### src/comparator_pkg.sv
// package with register map, field positions and carrier types of the comparator control block
// Notes on behaviour
// RULE1: control bit 0 enables; register resets zero
// RULE2: standby run bit keeps comparator alive
// RULE3: stopped clock in standby freezes status, irq; a write of one still clears the flag
// RULE4: pad enable bit drives output onto pin
// RULE5: edge mode: 0 any, 2 fall, 3 rise
// RULE6: hysteresis field passed to analog core
// RULE7: invert bit flips output for all consumers
// RULE8: bit 3 picks positive input pin
// RULE9: bits 1:0 pick negative input source
// RULE10: irq enable bit gates interrupt request
// RULE11: state bit through three-cycle synchronizer
// RULE12: flag cleared by writing one
// RULE13: selected edge sets the interrupt flag
// RULE14: request holds while flag and enable set
// RULE15: raw high means positive exceeds negative
// RULE16: power-down disables comparator and pad
// RULE17: reserved offsets and bits read zero
// RULE18: edges found on synchronized sampled output
package comparator_pkg;
   // ===================================================
   // register indices (printed offsets), byte address is four times index
   localparam logic [2:0] IDX_CONTROL = 3'h0;
   localparam logic [2:0] IDX_INSEL = 3'h2;
   localparam logic [2:0] IDX_IRQEN = 3'h6;
   localparam logic [2:0] IDX_STATUS = 3'h7;
   localparam int ADDR_W = 5;
   localparam logic [7:0] RESET_VAL = 8'h00;
   // ===================================================
   // field positions
   localparam int CTL_ENABLE = 0;
   localparam int CTL_HYS_LO = 1;
   localparam int CTL_MODE_LO = 4;
   localparam int CTL_PADEN = 6;
   localparam int CTL_STBYRUN = 7;
   localparam int SEL_NEG_LO = 0;
   localparam int SEL_POS = 3;
   localparam int SEL_INVERT = 7;
   localparam int IRQ_CMP = 0;
   localparam int ST_FLAG = 0;
   localparam int ST_STATE = 4;
   localparam int SYNC_STAGES = 3;
   // writable masks keep unused bits at zero
   localparam logic [7:0] CTL_MASK = 8'hF7;
   localparam logic [7:0] SEL_MASK = 8'h8B;
   localparam logic [7:0] IRQ_MASK = 8'h01;
   // ===================================================
   // edge modes
   typedef enum logic [1:0] {
      MODE_ANY = 2'h0,
      MODE_RSVD = 2'h1,
      MODE_FALL = 2'h2,
      MODE_RISE = 2'h3
   } edge_mode_e;
   // power modes from the sleep controller
   typedef enum logic [1:0] {
      PWR_ACTIVE = 2'h0,
      PWR_STANDBY = 2'h1,
      PWR_DOWN = 2'h2
   } power_mode_e;
   // analog core controls
   typedef struct packed {
      logic enable;
      logic [1:0] hysteresis;
      logic posSel;
      logic [1:0] negSel;
   } analog_ctl_s;
endpackage

### src/comparator_control_regs.sv
// apb register bank and digital control around the voltage comparator
//
// The implementer's own choice: the APB register port.
`timescale 1ns/1ps
module comparator_control_regs
   import comparator_pkg::*;
(
   // clock and reset
   input wire logic core_clk,
   input wire logic arst_n,
   // apb slave
   input wire logic psel,
   input wire logic penable,
   input wire logic pwrite,
   input wire logic [comparator_pkg::ADDR_W-1:0] paddr,
   input wire logic [31:0] pwdata,
   input wire logic [3:0] pstrb,
   output logic [31:0] prdata,
   output logic pready,
   output logic pslverr,
   // analog core and sleep controller
   input wire logic rawCompare,
   input wire comparator_pkg::power_mode_e powerMode,
   input wire logic perClkStopped,
   output comparator_pkg::analog_ctl_s analogCtl,
   // pad and event outputs
   output logic padOut,
   output logic padOe_n,
   output logic compareEvent,
   output logic irq
);
   import comparator_pkg::*;

   // ===================================================
   // register state
   logic [7:0] ctl_r, ctl_nxt;
   logic [7:0] sel_r, sel_nxt;
   logic [7:0] irqEn_r, irqEn_nxt;
   logic flag_r, flag_nxt;
   logic [SYNC_STAGES-1:0] sync_r, sync_nxt;
   logic prevState_r, prevState_nxt;
   logic [31:0] prdata_r, prdata_nxt;
   logic pready_r, pready_nxt;
   logic irq_r, irq_nxt;
   logic padOut_r, padOut_nxt, padOe_r, padOe_nxt, evt_r, evt_nxt;
   analog_ctl_s ana_r, ana_nxt;

   logic wrEn, rdEn, compRun, unfrozen, polOut, edgeHit, curState;
   logic [2:0] idx;
   edge_mode_e mode;

   // apb access completes in the access phase with zero wait states
   assign idx = paddr[ADDR_W-1:2];
   assign wrEn = psel && penable && pwrite && pstrb[0];
   assign rdEn = psel && !penable && !pwrite;
   assign mode = edge_mode_e'(ctl_r[CTL_MODE_LO +: 2]);

   // comparator runs when enabled and not halted by sleep
   assign compRun = ctl_r[CTL_ENABLE] && (powerMode == PWR_ACTIVE ||                  // see RULE1
      (powerMode == PWR_STANDBY && ctl_r[CTL_STBYRUN]));                             // see RULE2 see RULE16
   // without peripheral clock in standby the synchronizer, previous sample and request hold, and the flag holds unless a write of one clears it
   assign unfrozen = !(powerMode == PWR_STANDBY && perClkStopped);                   // see RULE3
   // raw high means positive above negative, invert for all consumers
   assign polOut = rawCompare ^ sel_r[SEL_INVERT];                                   // see RULE15 see RULE7
   assign curState = sync_r[SYNC_STAGES-1];
   // edge on synchronized value against previous sample
   always_comb begin
      case (mode)
         MODE_ANY: edgeHit = curState != prevState_r;                                // see RULE5 see RULE18
         MODE_FALL: edgeHit = prevState_r && !curState;
         MODE_RISE: edgeHit = !prevState_r && curState;
         default: edgeHit = 1'b0;                                                    // reserved code never fires
      endcase
   end

   // ===================================================
   // next-state logic for registers and status
   always_comb begin
      ctl_nxt = ctl_r;
      sel_nxt = sel_r;
      irqEn_nxt = irqEn_r;
      if (wrEn && idx == IDX_CONTROL) ctl_nxt = pwdata[7:0] & CTL_MASK;             // see RULE17
      if (wrEn && idx == IDX_INSEL) sel_nxt = pwdata[7:0] & SEL_MASK;
      if (wrEn && idx == IDX_IRQEN) irqEn_nxt = pwdata[7:0] & IRQ_MASK;
      // synchronizer shifts whenever not frozen, taking zero while halted; first stage read only by second
      sync_nxt = sync_r;
      prevState_nxt = prevState_r;
      if (unfrozen) begin
         sync_nxt = {sync_r[SYNC_STAGES-2:0], compRun & polOut};                    // see RULE11
         prevState_nxt = curState;
      end
      // set beats clear so no edge is lost
      flag_nxt = flag_r;
      if (wrEn && idx == IDX_STATUS && pwdata[ST_FLAG]) flag_nxt = 1'b0;             // see RULE12
      if (unfrozen && compRun && edgeHit) flag_nxt = 1'b1;                           // see RULE13
      irq_nxt = irq_r;
      if (unfrozen) irq_nxt = flag_nxt && irqEn_nxt[IRQ_CMP];                        // see RULE10 see RULE14
      // read data captured in setup so it is ready at the access edge
      prdata_nxt = prdata_r;
      if (rdEn) begin
         prdata_nxt = 32'h0000_0000;
         case (idx)
            IDX_CONTROL: prdata_nxt[7:0] = ctl_r;
            IDX_INSEL: prdata_nxt[7:0] = sel_r;
            IDX_IRQEN: prdata_nxt[7:0] = irqEn_r;
            IDX_STATUS: begin
               prdata_nxt[ST_STATE] = curState;
               prdata_nxt[ST_FLAG] = flag_r;
            end
            default: prdata_nxt = 32'h0000_0000;                                     // see RULE17
         endcase
      end
      pready_nxt = psel && !penable;
      // pad and event follow the comparator even in standby
      padOut_nxt = compRun & polOut;
      padOe_nxt = !(compRun && ctl_r[CTL_PADEN]);                                    // see RULE4 see RULE16
      evt_nxt = compRun & polOut;
      ana_nxt.enable = compRun;
      ana_nxt.hysteresis = ctl_r[CTL_HYS_LO +: 2];                                   // see RULE6
      ana_nxt.posSel = sel_r[SEL_POS];                                               // see RULE8
      ana_nxt.negSel = sel_r[SEL_NEG_LO +: 2];                                       // see RULE9
   end

   // registers only
   always_ff @(posedge core_clk or negedge arst_n) begin
      if (!arst_n) begin
         ctl_r <= RESET_VAL;
         sel_r <= RESET_VAL;
         irqEn_r <= RESET_VAL;
         flag_r <= 1'b0;
         sync_r <= '0;
         prevState_r <= 1'b0;
         prdata_r <= 32'h0000_0000;
         pready_r <= 1'b0;
         irq_r <= 1'b0;
         padOut_r <= 1'b0;
         padOe_r <= 1'b1;
         evt_r <= 1'b0;
         ana_r <= '0;
      end else begin
         ctl_r <= ctl_nxt;
         sel_r <= sel_nxt;
         irqEn_r <= irqEn_nxt;
         flag_r <= flag_nxt;
         sync_r <= sync_nxt;
         prevState_r <= prevState_nxt;
         prdata_r <= prdata_nxt;
         pready_r <= pready_nxt;
         irq_r <= irq_nxt;
         padOut_r <= padOut_nxt;
         padOe_r <= padOe_nxt;
         evt_r <= evt_nxt;
         ana_r <= ana_nxt;
      end
   end

   assign prdata = prdata_r;
   assign pready = pready_r;
   assign pslverr = 1'b0;
   assign irq = irq_r;
   assign padOut = padOut_r;
   assign padOe_n = padOe_r;
   assign compareEvent = evt_r;
   assign analogCtl = ana_r;

   // ===================================================
   // checks
   chk_reset_ctl: assert property (@(posedge core_clk) $rose(arst_n) |-> ctl_r == RESET_VAL) // see RULE1
      else $error("control not zero after reset");
   chk_standby_halt: assert property (@(posedge core_clk) disable iff (!arst_n)
      (powerMode == PWR_STANDBY && !ctl_r[CTL_STBYRUN]) |=> !analogCtl.enable)   // see RULE2
      else $error("comparator runs in standby without run bit");
   chk_frozen_flag: assert property (@(posedge core_clk) disable iff (!arst_n)
      (!unfrozen && !wrEn) |=> $stable(flag_r) && $stable(irq))                  // see RULE3
      else $error("status moved with clock stopped");
   chk_pad_off: assert property (@(posedge core_clk) disable iff (!arst_n)
      !ctl_r[CTL_PADEN] |=> padOe_n)                                             // see RULE4
      else $error("pad driven while disabled");
   chk_rise_only: assert property (@(posedge core_clk) disable iff (!arst_n)
      (mode == MODE_RISE && prevState_r && !curState && !flag_r) |=> !flag_r)    // see RULE5
      else $error("falling edge set flag in rise mode");
   chk_hys_pass: assert property (@(posedge core_clk) disable iff (!arst_n)
      1'b1 |=> analogCtl.hysteresis == $past(ctl_r[CTL_HYS_LO +: 2]))            // see RULE6
      else $error("hysteresis not presented");
   chk_sync_delay: assert property (@(posedge core_clk) disable iff (!arst_n)
      (unfrozen && compRun)[*4] |-> curState == $past(polOut, 3))                // see RULE11 see RULE7
      else $error("state bit delay wrong");
   chk_flag_clear: assert property (@(posedge core_clk) disable iff (!arst_n)
      (wrEn && idx == IDX_STATUS && pwdata[ST_FLAG] && !(unfrozen && compRun && edgeHit)) |=> !flag_r) // see RULE12
      else $error("flag not cleared by one");
   chk_irq_hold: assert property (@(posedge core_clk) disable iff (!arst_n)
      (unfrozen && flag_r && irqEn_r[IRQ_CMP] && !wrEn) |=> irq)                 // see RULE14 see RULE10
      else $error("request dropped while flag set");
   chk_power_down: assert property (@(posedge core_clk) disable iff (!arst_n)
      powerMode == PWR_DOWN |=> padOe_n && !analogCtl.enable)                    // see RULE16
      else $error("active in power-down");

   // ===================================================
   // register bank checks
   // every writable register and the flag come out of reset cleared
   chk_reset_rest: assert property (@(posedge core_clk) $rose(arst_n) |-> // see RULE1
      sel_r == RESET_VAL && irqEn_r == RESET_VAL && !flag_r)
      else $error("registers not zero after reset");
   // zero wait states: ready follows every setup cycle
   chk_pready_setup: assert property (@(posedge core_clk) disable iff (!arst_n) // see RULE17
      (psel && !penable) |=> pready)
      else $error("no ready after setup");
   // ready never stands outside an access phase
   chk_pready_idle: assert property (@(posedge core_clk) disable iff (!arst_n) // see RULE17
      !(psel && !penable) |=> !pready)
      else $error("ready without setup");
   // control write lands with unused bits dropped
   chk_ctl_write: assert property (@(posedge core_clk) disable iff (!arst_n) // see RULE1 see RULE17
      (wrEn && idx == IDX_CONTROL) |=> ctl_r == ($past(pwdata[7:0]) & CTL_MASK))
      else $error("control write lost");
   // input select write lands with unused bits dropped
   chk_sel_write: assert property (@(posedge core_clk) disable iff (!arst_n) // see RULE17
      (wrEn && idx == IDX_INSEL) |=> sel_r == ($past(pwdata[7:0]) & SEL_MASK))
      else $error("input select write lost");
   // irq enable write lands with unused bits dropped
   chk_irqen_write: assert property (@(posedge core_clk) disable iff (!arst_n) // see RULE10 see RULE17
      (wrEn && idx == IDX_IRQEN) |=> irqEn_r == ($past(pwdata[7:0]) & IRQ_MASK))
      else $error("irq enable write lost");
   // unused bit positions can never hold a one
   chk_unused_zero: assert property (@(posedge core_clk) disable iff (!arst_n) // see RULE17
      (ctl_r & ~CTL_MASK) == 8'h00 && (sel_r & ~SEL_MASK) == 8'h00 && (irqEn_r & ~IRQ_MASK) == 8'h00)
      else $error("unused bit set");
   // status read returns flag and synchronized state
   chk_read_status: assert property (@(posedge core_clk) disable iff (!arst_n) // see RULE11 see RULE12
      (rdEn && idx == IDX_STATUS) |=> prdata[ST_FLAG] == $past(flag_r) && prdata[ST_STATE] == $past(curState))
      else $error("status read wrong");
   // holes in the map read as zero
   chk_read_rsvd: assert property (@(posedge core_clk) disable iff (!arst_n) // see RULE17
      (rdEn && idx != IDX_CONTROL && idx != IDX_INSEL && idx != IDX_IRQEN && idx != IDX_STATUS)
      |=> prdata == 32'h0000_0000)
      else $error("reserved offset not zero");

   // ===================================================
   // edge and flag checks
   // a rising edge may not set the flag in falling mode
   chk_fall_only: assert property (@(posedge core_clk) disable iff (!arst_n) // see RULE5
      (mode == MODE_FALL && !prevState_r && curState && !flag_r) |=> !flag_r)
      else $error("rising edge set flag in fall mode");
   // the reserved mode code is inert
   chk_rsvd_mode: assert property (@(posedge core_clk) disable iff (!arst_n) // see RULE5
      (mode == MODE_RSVD && !flag_r) |=> !flag_r)
      else $error("reserved mode set flag");
   // any change sets the flag in any-edge mode
   chk_any_edge: assert property (@(posedge core_clk) disable iff (!arst_n) // see RULE13
      (unfrozen && compRun && mode == MODE_ANY && curState != prevState_r) |=> flag_r)
      else $error("edge missed in any mode");
   // rising edge sets the flag in rise mode
   chk_rise_sets: assert property (@(posedge core_clk) disable iff (!arst_n) // see RULE13
      (unfrozen && compRun && mode == MODE_RISE && !prevState_r && curState) |=> flag_r)
      else $error("rising edge missed");
   // falling edge sets the flag in fall mode
   chk_fall_sets: assert property (@(posedge core_clk) disable iff (!arst_n) // see RULE13
      (unfrozen && compRun && mode == MODE_FALL && prevState_r && !curState) |=> flag_r)
      else $error("falling edge missed");
   // an edge in the clearing cycle must not be lost
   chk_set_wins: assert property (@(posedge core_clk) disable iff (!arst_n) // see RULE12 see RULE13
      (wrEn && idx == IDX_STATUS && pwdata[ST_FLAG] && unfrozen && compRun && edgeHit) |=> flag_r)
      else $error("edge lost against clear");
   // writing zero leaves the flag alone
   chk_clear_zero: assert property (@(posedge core_clk) disable iff (!arst_n) // see RULE12
      (wrEn && idx == IDX_STATUS && !pwdata[ST_FLAG] && flag_r) |=> flag_r)
      else $error("flag cleared by zero");
   // previous sample tracks the synchronized state
   chk_prev_track: assert property (@(posedge core_clk) disable iff (!arst_n) // see RULE18
      unfrozen |=> prevState_r == $past(curState))
      else $error("previous sample stale");
   // synchronized state holds while the clock is stopped
   chk_frozen_sync: assert property (@(posedge core_clk) disable iff (!arst_n) // see RULE3
      !unfrozen |=> $stable(curState))
      else $error("state moved with clock stopped");
   // a halted comparator drains the synchronizer to zero
   chk_state_off: assert property (@(posedge core_clk) disable iff (!arst_n) // see RULE11
      (unfrozen && !compRun)[*4] |-> !curState)
      else $error("state stuck while halted");

   // ===================================================
   // request, pad and analog control checks
   // request only stands on a live enabled flag
   chk_irq_source: assert property (@(posedge core_clk) disable iff (!arst_n) // see RULE10 see RULE14
      (irq && $past(unfrozen)) |-> flag_r && irqEn_r[IRQ_CMP])
      else $error("request without enabled flag");
   // disabled source keeps the request low
   chk_irq_gate: assert property (@(posedge core_clk) disable iff (!arst_n) // see RULE10
      (unfrozen && !irqEn_r[IRQ_CMP] && !(wrEn && idx == IDX_IRQEN)) |=> !irq)
      else $error("request while disabled");
   // pad is driven with the polarity-corrected output
   chk_pad_on: assert property (@(posedge core_clk) disable iff (!arst_n) // see RULE4 see RULE7
      (compRun && ctl_r[CTL_PADEN]) |=> !padOe_n && padOut == $past(polOut))
      else $error("pad not driven");
   // a halted comparator releases and clears the pad
   chk_pad_halt: assert property (@(posedge core_clk) disable iff (!arst_n) // see RULE16
      !compRun |=> padOe_n && !padOut)
      else $error("pad active while halted");
   // event output follows the corrected comparator output
   chk_event_follow: assert property (@(posedge core_clk) disable iff (!arst_n) // see RULE7
      1'b1 |=> compareEvent == $past(compRun && polOut))
      else $error("event output wrong");
   // power-down silences the event output too
   chk_down_event: assert property (@(posedge core_clk) disable iff (!arst_n) // see RULE16
      powerMode == PWR_DOWN |=> !compareEvent && !padOut)
      else $error("event active in power-down");
   // input selects reach the analog core one cycle later
   chk_mux_pass: assert property (@(posedge core_clk) disable iff (!arst_n) // see RULE8 see RULE9
      1'b1 |=> analogCtl.posSel == $past(sel_r[SEL_POS]) && analogCtl.negSel == $past(sel_r[SEL_NEG_LO +: 2]))
      else $error("input select not presented");
   // enable bit runs the comparator in active mode
   chk_enable_run: assert property (@(posedge core_clk) disable iff (!arst_n) // see RULE1
      (ctl_r[CTL_ENABLE] && powerMode == PWR_ACTIVE) |=> analogCtl.enable)
      else $error("comparator not running");
   // standby run bit keeps the comparator alive
   chk_standby_run: assert property (@(posedge core_clk) disable iff (!arst_n) // see RULE2
      (ctl_r[CTL_ENABLE] && ctl_r[CTL_STBYRUN] && powerMode == PWR_STANDBY) |=> analogCtl.enable)
      else $error("comparator halted in standby run");
endmodule

### config.mk
export PLATFORM = sky130hd
export DESIGN_NAME = comparator_control_regs
export DESIGN_NICKNAME = d
export VERILOG_FILES = /design/src/comparator_pkg.sv /design/src/comparator_control_regs.sv
export SDC_FILE = /design/constraint.sdc
export NUM_CORES = 1
export LEC_CHECK = 0
export BUFFER_PORTS_ARGS = -buffer_cell sky130_fd_sc_hd__buf_4
export CAP_MARGIN = 0
export CORE_MARGIN = 1
export CORE_UTILIZATION = 47
export DETAILED_ROUTE_END_ITERATION = 8
export PLACE_DENSITY = 0.94
export SETUP_SLACK_MARGIN = 0.05
export SYNTH_ARGS = -nofsm -noshare
export SYNTH_HDL_FRONTEND = slang
export SYNTH_SLANG_ARGS = --single-unit
### constraint.sdc
create_clock -name core_clk -period 4 [get_ports core_clk]
set_clock_uncertainty 0.15 [all_clocks]
set_input_delay 0.4 -clock core_clk [delete_from_list [all_inputs] [get_ports core_clk]]
set_output_delay 0.4 -clock core_clk [all_outputs]
set_load 0.1 [all_outputs]
Word level (Yosys, flattened, before mapping)

Cells that the tools add are included.

Eq/ne operators: 7
Muxes and demuxes: 8
Bitwise operators: 2
Reductions and logical operators: 29

Operators by type and width:

| operator                                                         | number |
|---|---|
| 1-bit logical AND                                                | 19 |
| 3-bit one-hot mux with 2 select lines                            | 2 |
| 3-bit == test (second input constant)                            | 2 |
| 1-bit zero test                                                  | 6 |
| 2-bit == test (second input constant)                            | 2 |
| 2-bit zero test                                                  | 2 |
| 1-bit one-hot mux with 4 select lines                            | 1 |
| 3-bit by 2-bit == test with 1-bit output (second input constant) | 1 |
| 3-bit zero test                                                  | 1 |
| 1-bit 2-to-1 mux                                                 | 3 |
| 1-bit one-hot mux with 3 select lines                            | 1 |
| 2-bit by 1-bit == test with 1-bit output (second input constant) | 1 |
| 1-bit one-hot mux with 2 select lines                            | 1 |
| 1-bit bitwise AND                                                | 1 |
| 1-bit logical OR                                                 | 1 |
| 1-bit inequality test                                            | 1 |
| 1-bit bitwise XOR                                                | 1 |

Bits in registers: 35
Input bits: 50

Longest topological paths before layout

Gate-level depths: netlist of the first run.

Word-level depth: 8
Mapped depth: 6
Mapped depth without buffers: 6

Worst setup path before layout of the first run

OpenSTA, ideal clock, no wires.

Path kind: register -> output
From: register compareEvent (netlist name)
To: output padOut
Data arrival time: 1.324 ns
Required time: 3.450 ns
Path slack: 2.126 ns
Stages on the path, launching flop included: 2
Path buffers: 1
Cell sequence: dfrtp_1 > buf_4

RTL lines:

| element       | RTL line                      | RTL |
|---|---|---|
| end, declared | comparator_control_regs.sv:27 | `output logic padOut,` |

Worst setup path after layout of the first run

From: register padOe_r (netlist: padOe_n)
To: output padOe_n

RTL lines:

| element                | RTL line                       | RTL |
|---|---|---|
| start, declared        | comparator_control_regs.sv:45  | `logic padOut_r, padOut_nxt, padOe_r, padOe_nxt, evt_r, evt_nxt;` |
| start signal, assigned | comparator_control_regs.sv:151 | `padOe_r <= padOe_nxt;` |
| end, declared          | comparator_control_regs.sv:28  | `output logic padOe_n,` |

No word-level cell between the ends.

==> results.md, run 1 <==
- Gr busiest metal: met2
- Clock slew at the register clock pins of the worst setup and hold paths: 100 ps
- Bufs and invs on worst path: 1
- Slew Limit Fails: 0
- Met3 Usage GRT: ~7.2%
- Critical path depth in cells: 1
- Met1 demand-to-capacity share in global routing: 19.9%
- Tot GR Track Use: 16.4%
- CTS-repair resized insts: 0
- Max Freq: 593 MHz
- Most common cell after layout, fill and taps aside: buf_4
- Number of max-cap violations: 0
- Insertion delay to the later sink of the worst-skew pair: 330 ps
- Remaining global-route overflow: 0
- Routability-driven placement congestion ratio: 0.775
- Post-CTS Setup Repair Bufs: 0
- Final sum of negative setup slack: 0 ps
- Maximum number of pins on one net before global-route repair: 36
- Average wire per cell in the routed design: 11.6 um
- Setup violations, final: 0
- Mean instance size in the synthesized netlist: 11.7 sq um
- Leak pwr: 1.01 nW
- Status: finished, final reports clean
- Logic depth of the worst register-to-register path: 5
- Core Box Area: 3340 sq um
- Commonest cells after routing, fill and taps aside: buf_4 (39), dfrtp_1 (34), conb_1 (25)
- Number of primary I/O pins: 94
- Areal power density over the cells: just under 500 nW/um^2
- Startpoint type of the worst setup path: flip-flop
- Count of buffers inserted at the top-level ports: 39
- Peak supply drop: between 0.2 and 0.25 mV
- Number of DRC markers in iteration 0: 22
- # nets final: 233
- Die width: 60.9 um
- Count of state elements after synthesis: 35
- Die area: roughly 3700 sq um
- Cell chain of the critical path: buf_4
- RSZ-0062 raised after global routing: no
- Number of distinct standard cells referenced by the synthesized netlist: 33
- Library cell contributing the largest single delay on the critical path: dfstp_2
- Tcrit/Tclk final: between 40 and 50%
- Post-Syn Area: 1630 sq um
- Number of antenna violations at the first check in global routing: 0
- Detailed Routing Iterations Pass 1: 5
- Critical path class: flip-flop to primary output
- Hold Path Depth: 2
- Fraction of layout cells with a size suffix above 1: 31.9%
- Die outline height: 60.9 um
- DRC violations left: 0
- Post-synthesis async set-or-reset flop share: 100%
- Largest stage delay on the critical path: 530 ps
- Required time at the worst-slack endpoint: 3450 ps
- CTS H-tree depth: 2
- Row cnt: 21
- Total clock buffers created by CTS: 5
- Post-synth EDFFs: 0
- Number of sinks handled by clock tree synthesis: 35
- CTS root buf: clkbuf_4
- Final antenna diode count: 0
- Maximum fanout along the worst path: 1
- Category of the worst setup path capture point: primary output
- Final Power: 0.000939 W
- Period minus WS final: around 1700 ps
- Worst hold slack after final layout: 93.0 ps
- Number of global-route vias before repair: approximately 900
- Sequential area share after synthesis: a little over half
- Util after Layout: 58.3%
- Top_reg_cell synth: dfrtp_1
- Per-cell via count in the routed design: 4.60
- Post-synthesis to final-layout area growth: 19.6%
- Global-route wire length before repair: 4.14 mm
- Number of standard cells after synthesis: 139
- Buffer levels on the longest clock path: 2
- Worst path top cell family by delay: flip-flops
- Antenna Nets Post-Route: 0
- CTS tree: built
- Final routed wirelength across all metal layers: about 2.7 mm
- Hold crit path type: input pin to flip-flop
- Met2 Track Usage GR: about a quarter
- Yosys synthesis warning count: 0
- Initial standard-cell utilization of the core: 48.8%
- Worst Path Arrival: 1140 ps
- Hold Violations, Final: 0
- Vias: 1,048
[flip-flops by register name, indices dropped and copies added, names as in the netlist]
register and flops:
prevState_r 1, analogCtl 6, compareEvent 1, padOe_n 1, flag_r 1, irq 1, sel_r 4, prdata 8
sync_r 3, pready 1, irqEn_r 1, ctl_r 7
[synth_stat cells (2+ instances only)]
cell type	instances	area (sq um)
a22o_1	5	43.8
and2_1	2	12.5
buf_4	27	203
dfrtp_1	34	851
ha_1	2	25.0
inv_1	2	7.51
mux2_1	7	78.8
mux2_2	6	67.6
mux2i_1	3	30.0
nand2_1	14	52.6
nand2b_1	2	12.5
nand3_1	2	10.0
nor2_1	5	18.8
nor2b_1	3	18.8
o21ai_0	7	35.0
[worst reg2reg max path, delay by kind of cell (launching register included)]
kind                     cells  cell delay, ps
AO/OA/AOI/OAI                3             660
flip-flops                   1             390
adder cells (fa/ha/maj)      1             300
buffers and inverters        1              90
[worst paths after layout]
path	startpoint	to	slack (ps)
hold reg to reg	ctl_r[1]	analogCtl[3]	240
max in group asynchronous	arst_n	padOe_n	2970
setup / recovery	padOe_n	padOe_n	2310
setup reg to reg	sync_r[2]	irq	2360
hold / removal	penable	pready	90
min in group asynchronous	arst_n	prevState_r	400
[per-layer routing]
metal  wire length, um  share of wire (%)
met1              1160                 44
met3               162                6.1
met2              1300                 49
met4                31                1.2
met5                 0                  0
[metrics by stage]
| step | setup WS (ps) | cells | instance area [sq um] |
|---|---|---|---|
| floorplan | 2130 | 163 | 1720 |
| global placement | 2190 | 219 | 1850 |
| detailed placement | 2150 | 219 | 1850 |
| CTS | 2290 | 228 | 1950 |
| global route | 2270 | 228 | 1950 |
| finish | 2310 | 228 | 1950 |
[cell families after synthesis]
logic type,after synthesis,synth area share (%)
buffers and inverters,31,13.8
other,1,0.230
xor gates and xnor gates,1,0.538
muxes,16,10.8
AOI/OAI and AO/OA,18,7.76
adders and majority gates,2,1.54
DFF,35,53.9
and+or+nand+nor,35,11.4
[repair_timing]
| item | CTS | global route |
|---|---|---|
| hold buffers | 1 | 0 |
| hold endpoints to repair | 34 | 0 |
| endpoints found under the setup margin | 0 | 0 |
[layout make-up]
| cell class | instances | area (sq um) |
|---|---|---|
| sequential | 35 | 877 |
| clock buffer | 6 | 51.3 |
| tap | 46 | 57.6 |
| clock inverter | 2 | 35.0 |
| inverter | 2 | 7.51 |
| multi-input combinational | 97 | 616 |
| timing repair buffer | 40 | 303 |
| fill | 311 | 1390 |
[power breakdown]
group | switching [W] | internal [W]
clock network | 0.000109 | 0.000148
logic | 0.000228 | 0.0000509
registers | 0.0000199 | 0.000384
Power figures use the tool's default switching activity.
==> run 2, diff against run 1 <==
ABC_AREA = 1   (was not set)
CORE_UTILIZATION = 40   (was 47)
PLACE_DENSITY = 0.85   (was 0.94)
clock period = 1.55 ns   (was 4 ns; I/O delays follow)
==> run 2 against run 1 <==
Compared with the run above:
- area after synthesis increased by 3.8%
- cell area increased by 11%
- global-route usage decreased by 0.36 points
- largest power group unchanged
- register-to-register slack got worse by 2200 ps
- flip-flop and latch count unchanged
- worst hold slack got worse by 87 ps
- critical path type is now input pin to flip-flop
- clock power increased to 2.8 times the previous value
==> results.md, run 2 <==
- Post-synthesis to final-layout area growth: 27.5%
- Library cell contributing the largest single delay on the critical path: dlygate4sd3_1
- DRC violations left: 0
- Register Area: between 800 and 900 sq um
- Peak supply drop: around 0.52 mV
- Worst Path Arrival: ~1500 ps
- Number of distinct standard cells referenced by the synthesized netlist: 24
- Average wire per cell in the routed design: 10.9 um
- Period minus WS final: 1450 ps
- Startpoint type of the worst setup path: input pin
- Area of combinational cells with multiple inputs: 632 sq um
- Largest register FFs: 8
- Post-Syn Area: approximately 1700 sq um
- Commonest cells post-synth: nand2_1 (54), dfrtp_1 (34), buf_4 (26)
- Number of standard cells after synthesis: 188
- CTS root buf: clkbuf_8
- Insertion delay to the later sink of the worst-skew pair: about 280 ps
- Final routed wirelength across all metal layers: 3.22 mm
- Max Freq: between 600 and 700 MHz
- Maximum fanout along the worst path: 13
- Top cell type's share of synthesized area: between 50 and 60%
- Sequential area share after synthesis: 51.9%
- Cell chain of the critical path: dlygate4sd3_1 -> buf_4 -> nand2_2 -> nor2_8 -> nand2_4 -> nor2_1 -> a21oi_2
- Count of state elements after synthesis: 35
- Routability-driven placement congestion ratio: 0.818
- Detailed Routing Iterations Pass 1: 5
- Number of antenna violations at the first check in global routing: 0
- Count leader, synth: nand2_1
- Initial standard-cell utilization of the core: a little over two fifths
- Setup violations, final: 0
- Number of DRC markers in iteration 0: 69
- Hold crit path type: input pin to flip-flop
- Yosys synthesis warning count: 0
- Global-route wire length before repair: just over 5 mm
- Tot GR Track Use: 16.1%
- Total clock buffers created by CTS: 5
- Required time at the worst-slack endpoint: around 1600 ps
- Slew Limit Fails: 0
- Leak pwr: about 1.2 nW
- Per-cell via count in the routed design: approximately 4.5
- CTS H-tree depth: 2
- Cell type with the largest total area after synthesis: dfrtp_1
- Most common cell after layout, fill and taps aside: nand2_1
- Post-synthesis async set-or-reset flop share: between 90% and 100%
- Buffer levels on the longest clock path: 2
- Post-Place Setup Slack: about 120 ps
- RSZ-0062 raised after global routing: yes
- Die area: 4490 sq um
- Hold Violations, Final: 0
- Number of global-route vias before repair: approximately 1,200
- # nets final: 296
- Number of max-cap violations: 0
- Maximum number of pins on one net before global-route repair: 36
- Die width: 67.0 um
- Mean instance size in the synthesized netlist: 8.99 sq um
- Core Box Area: 4030 sq um
- Antenna Nets Post-Route: 0
- R2R Setup Slk: 140 ps
- Category of the worst setup path capture point: flip-flop
- CTS tree: built
- Clock slew at the register clock pins of the worst setup and hold paths: 70 ps
- Worst setup slack after layout: about 95 ps
- Critical path class: input pin to flip-flop
- Row cnt: 23
- Number of primary I/O pins: 94
- Estimated wirelength of the detail-placed design: 2.32 mm
- Top_reg_cell synth: dfrtp_1
- Worst hold slack after final layout: 6.17 ps
- Remaining global-route overflow: 0
- Die outline height: about 67 um
- Final Power: 0.00265 W
- Post-synth EDFFs: 0
- Count of buffers inserted at the top-level ports: 39
- Largest stage delay on the critical path: roughly 540 ps
- Areal power density over the cells: 1230 nW/um^2
- Status: finished, final reports clean
- Commonest cells after routing, fill and taps aside: nand2_1 (54), buf_4 (42), dfrtp_1 (33)
- Fillers: 384
- Number of sinks handled by clock tree synthesis: 35
- Tcrit/Tclk final: a little over nine tenths
- Fraction of layout cells with a size suffix above 1: a little over a quarter
- Vias: 1,321
- Final antenna diode count: 0
- Biggest area contributors in the synthesized netlist: dfrtp_1 (50%), nand2_1 (12%), buf_4 (12%)
- Final sum of negative setup slack: 0 ps
-- run 2: cell count changes after synthesis, moves of 5 or more --
cell	change
a22o_1	-5
inv_1	+16
mux2_1	-7
mux2_2	-6
nand2_1	+40
nor2_1	+9
-- run 2: kinds of logic (layout without fill, tap and decap cells) --
kind of cell,count (synthesis),count (layout),share of synthesized area [%]
AOI/OAI and AO/OA,21,21,7.77
adders and majority gates,2,2,1.48
buffers and inverters,45,78,16.2
DFF,35,35,51.9
other,1,25,0.222
and+or+nand+nor,84,84,22.4
-- run 2: worst paths after layout --
| path | start | to | depth (start not counted) |
|---|---|---|---|
| worst max register to register | sync_r[2] | irq | 8 |
| worst min register to register | ctl_r[2] | analogCtl[4] | 0 |
| worst max-delay path | penable | ctl_r[5] | 7 |
| worst min-delay path | psel | pready | 3 |
| max in group asynchronous | arst_n | padOe_n | 2 |
| min in group asynchronous | arst_n | analogCtl[4] | 2 |
-- run 2: report_power, final --
group          switching, W  internal [W]  total, W
Clock              0.000308      0.000405  0.000713
Sequential        0.0000579       0.00101   0.00107
Combinational      0.000704      0.000163  0.000867
-- run 2: layout make-up --
class                           count  area share (%)
Timing Repair Buffer               52            19.3
Multi-Input combinational cell    132            29.3
Clock buffer                        8            4.64
Sequential cell                    35            40.7
Tap cell                           50            2.90
Inverter                           18            3.13
-- run 2: per-stage QoR --
stage / instances / area, sq um / util (%)
final: 295 / 2160 / 53.5
after CTS: 294 / 2150 / 53.3
after floorplan: 212 / 1780 / -
after detailed placement: 276 / 1950 / 48.3
after global placement: 276 / 1950 / 48.3
after global routing: 295 / 2160 / 53.5
-- run 2: timing repair --
action                                  CTS  global route
endpoints found under the setup margin    0             3
setup buffers                             0             1
resized for setup                         0             1
hold endpoints to repair                 44             0
hold buffers                             10             0
-- run 2: metal layers --
layer | up-vias | wire length [um] | GRT usage [%]
met2 | 51 | 1630 | 26.4
met3 | 9 | 197 | 7.02
met5 | - | 0 | 0
met1 | 619 | 1320 | 17.4
li1 | 642 | - | -
met4 | 0 | 67 | 7.98
-- run 2: critical path: cells and delay by family --
kind	cells	cell delay [ps]
AOI/OAI and AO/OA	1	40
buffers and inverters	2	680
and+or+nand+nor	4	590
==> run 3, diff against run 2 <==
ABC_AREA = not set   (was 1)
CORE_UTILIZATION = 39   (was 40)
PLACE_DENSITY = 0.84   (was 0.85)
SKIP_LAST_GASP = 1   (was not set)
==> run 3 against run 2 <==
Compared with the run above:
- non-clock buffer count up 5
- cell count down 16%
- sequential power barely moved
- utilization grew 0.51 points
- routed wire length is 12% lower
- cell area up 0.23%
- die area down 1.2%
- power shrank 2.0%
- sequential share of layout area is 0.094 points lower
- critical endpoint is now irq
==> results.md, run 3 (synthesis gave the netlist of run 1 again) <==
- Status: finished, final reports clean
- Fillers: approximately 360
- Detailed Routing Iterations Pass 1: 4
- Core Box Area: 4000 sq um
- Hold crit path type: input pin to flip-flop
- Non-filler cells, final: 249
- Buffer levels on the longest clock path: 2
- Vias: between 1,000 and 1,500
- Setup violations, final: 0
- Final antenna diode count: 0
- CTS root buf: clkbuf_8
- Worst Path Arrival: 1560 ps
- Total clock buffers created by CTS: 5
- # nets final: 250
- Die outline height: 66.6 um
- Period minus WS final: around 1500 ps
- Max Freq: ~650 MHz
- Die area: 4440 sq um
- Number of DRC markers in iteration 0: 56
- DRC violations left: 0
- Antenna Nets Post-Route: 0
- Tot GR Track Use: 14.1%
- CTS tree: built
- Initial standard-cell utilization of the core: between 40% and 50%
- Largest register FFs: 8
- Remaining global-route overflow: 0
- Average wire per cell in the routed design: between 10 and 15 um
- Critical path class: flip-flop to flip-flop
- Maximum fanout along the worst path: 3
- Areal power density over the cells: 1200 nW/um^2
- Commonest cells after routing, fill and taps aside: buf_4 (45), dfrtp_1 (33), conb_1 (25)
- Post-synthesis to final-layout area growth: 32.7%
- Number of antenna violations at the first check in global routing: 0
- Peak supply drop: around 0.4 mV
- Final routed wirelength across all metal layers: 2.83 mm
- Count of buffers inserted at the top-level ports: 39
- Leak pwr: 1.10 nW
- Startpoint type of the worst setup path: flip-flop
- Row cnt: 23
- RSZ-0062 raised after global routing: yes
- Category of the worst setup path capture point: flip-flop
- Number of global-route vias before repair: 977
- Die width: 66.6 um
- Number of max-cap violations: 0
- Number of sinks handled by clock tree synthesis: 35
- Global-route wire length before repair: 4.44 mm
- Number of primary I/O pins: 94
- Hold Violations, Final: 0
- Maximum number of pins on one net before global-route repair: 36
- Required time at the worst-slack endpoint: roughly 1600 ps
- Routability-driven placement congestion ratio: 0.727
- Fraction of layout cells with a size suffix above 1: approximately a third
- Placed cell count: 227
- Tcrit/Tclk final: 98.6%
- Final Power: 0.00259 W
- Per-cell via count in the routed design: 4.50
- Slew Limit Fails: 0
- Insertion delay to the later sink of the worst-skew pair: about 290 ps
- CTS H-tree depth: 2
- Clock slew at the register clock pins of the worst setup and hold paths: 70 ps
- Estimated wirelength of the detail-placed design: 2.12 mm
- Most common cell after layout, fill and taps aside: buf_4
[run 3: critical path, cell delays in order, from the launching register on]
cell and delay, ps:
dfrtp_1 420, ha_4 180, o21ai_2 140, o31ai_2 80, a41o_1 250, a31o_1 200
[run 3: per-stage QoR]
step	util [%]	TNS [ps]	setup slack (ps)	area, sq um	hold WS [ps]
finish	54.0	0	21.1	2160	44.6
global route	54.0	-63.0	-63.0	2160	51.6
CTS	52.8	0	36.6	2110	44.6
detailed placement	47.2	-20.7	-20.7	1890	-23.7
global placement	47.2	0	14.7	1890	-29.0
floorplan	-	0	92.6	1720	-291
[run 3: final timing paths]
path | from | end | slack [ps] | cells past startpoint
max in group asynchronous | arst_n | padOe_n | 730 | 2
worst max register to register | prevState_r | irq | 20 | 5
worst min-delay path | rawCompare | compareEvent | 40 | 3
worst min register to register | sel_r[1] | analogCtl[1] | 260 | 0
min in group asynchronous | arst_n | sync_r[1] | 190 | 2
worst max-delay path | prevState_r | irq | 20 | 5
[run 3: power breakdown]
part	internal (W)	total, W	switching [W]
sequential	0.000992	0.00105	0.0000549
combinational	0.000161	0.000755	0.000594
clock	0.000481	0.000791	0.000311
total	0.00163	0.00259	0.000959
[run 3: final cells by class]
class	instances	area [sq um]	share of cell area, %
timing repair buffer	57	459	21.3
clock inverter	1	30.0	1.39
tap	50	62.6	2.90
sequential	35	878	40.6
inverter	2	7.51	0.347
clock buffer	7	76.3	3.53
multi-input combinational	97	647	29.9
[run 3: metal layers]
layer / track usage [%] / part of all wire (%) / up-vias
li1: - / - / 539
met1: 15.4 / 43 / 532
met4: 7.18 / 1.8 / 0
met2: 23.5 / 49 / 42
met5: 0 / 0 / -
met3: 5.31 / 6.6 / 7
[run 3: what timing repair did]
item / CTS / global route
setup buffers: 1 / 2
setup endpoints to repair: 1 / 1
gates cloned: 0 / 0
hold buffers: 11 / 0
endpoints found under the hold margin: 49 / 0
gates resized for setup: 1 / 8
pin swaps: 1 / 4
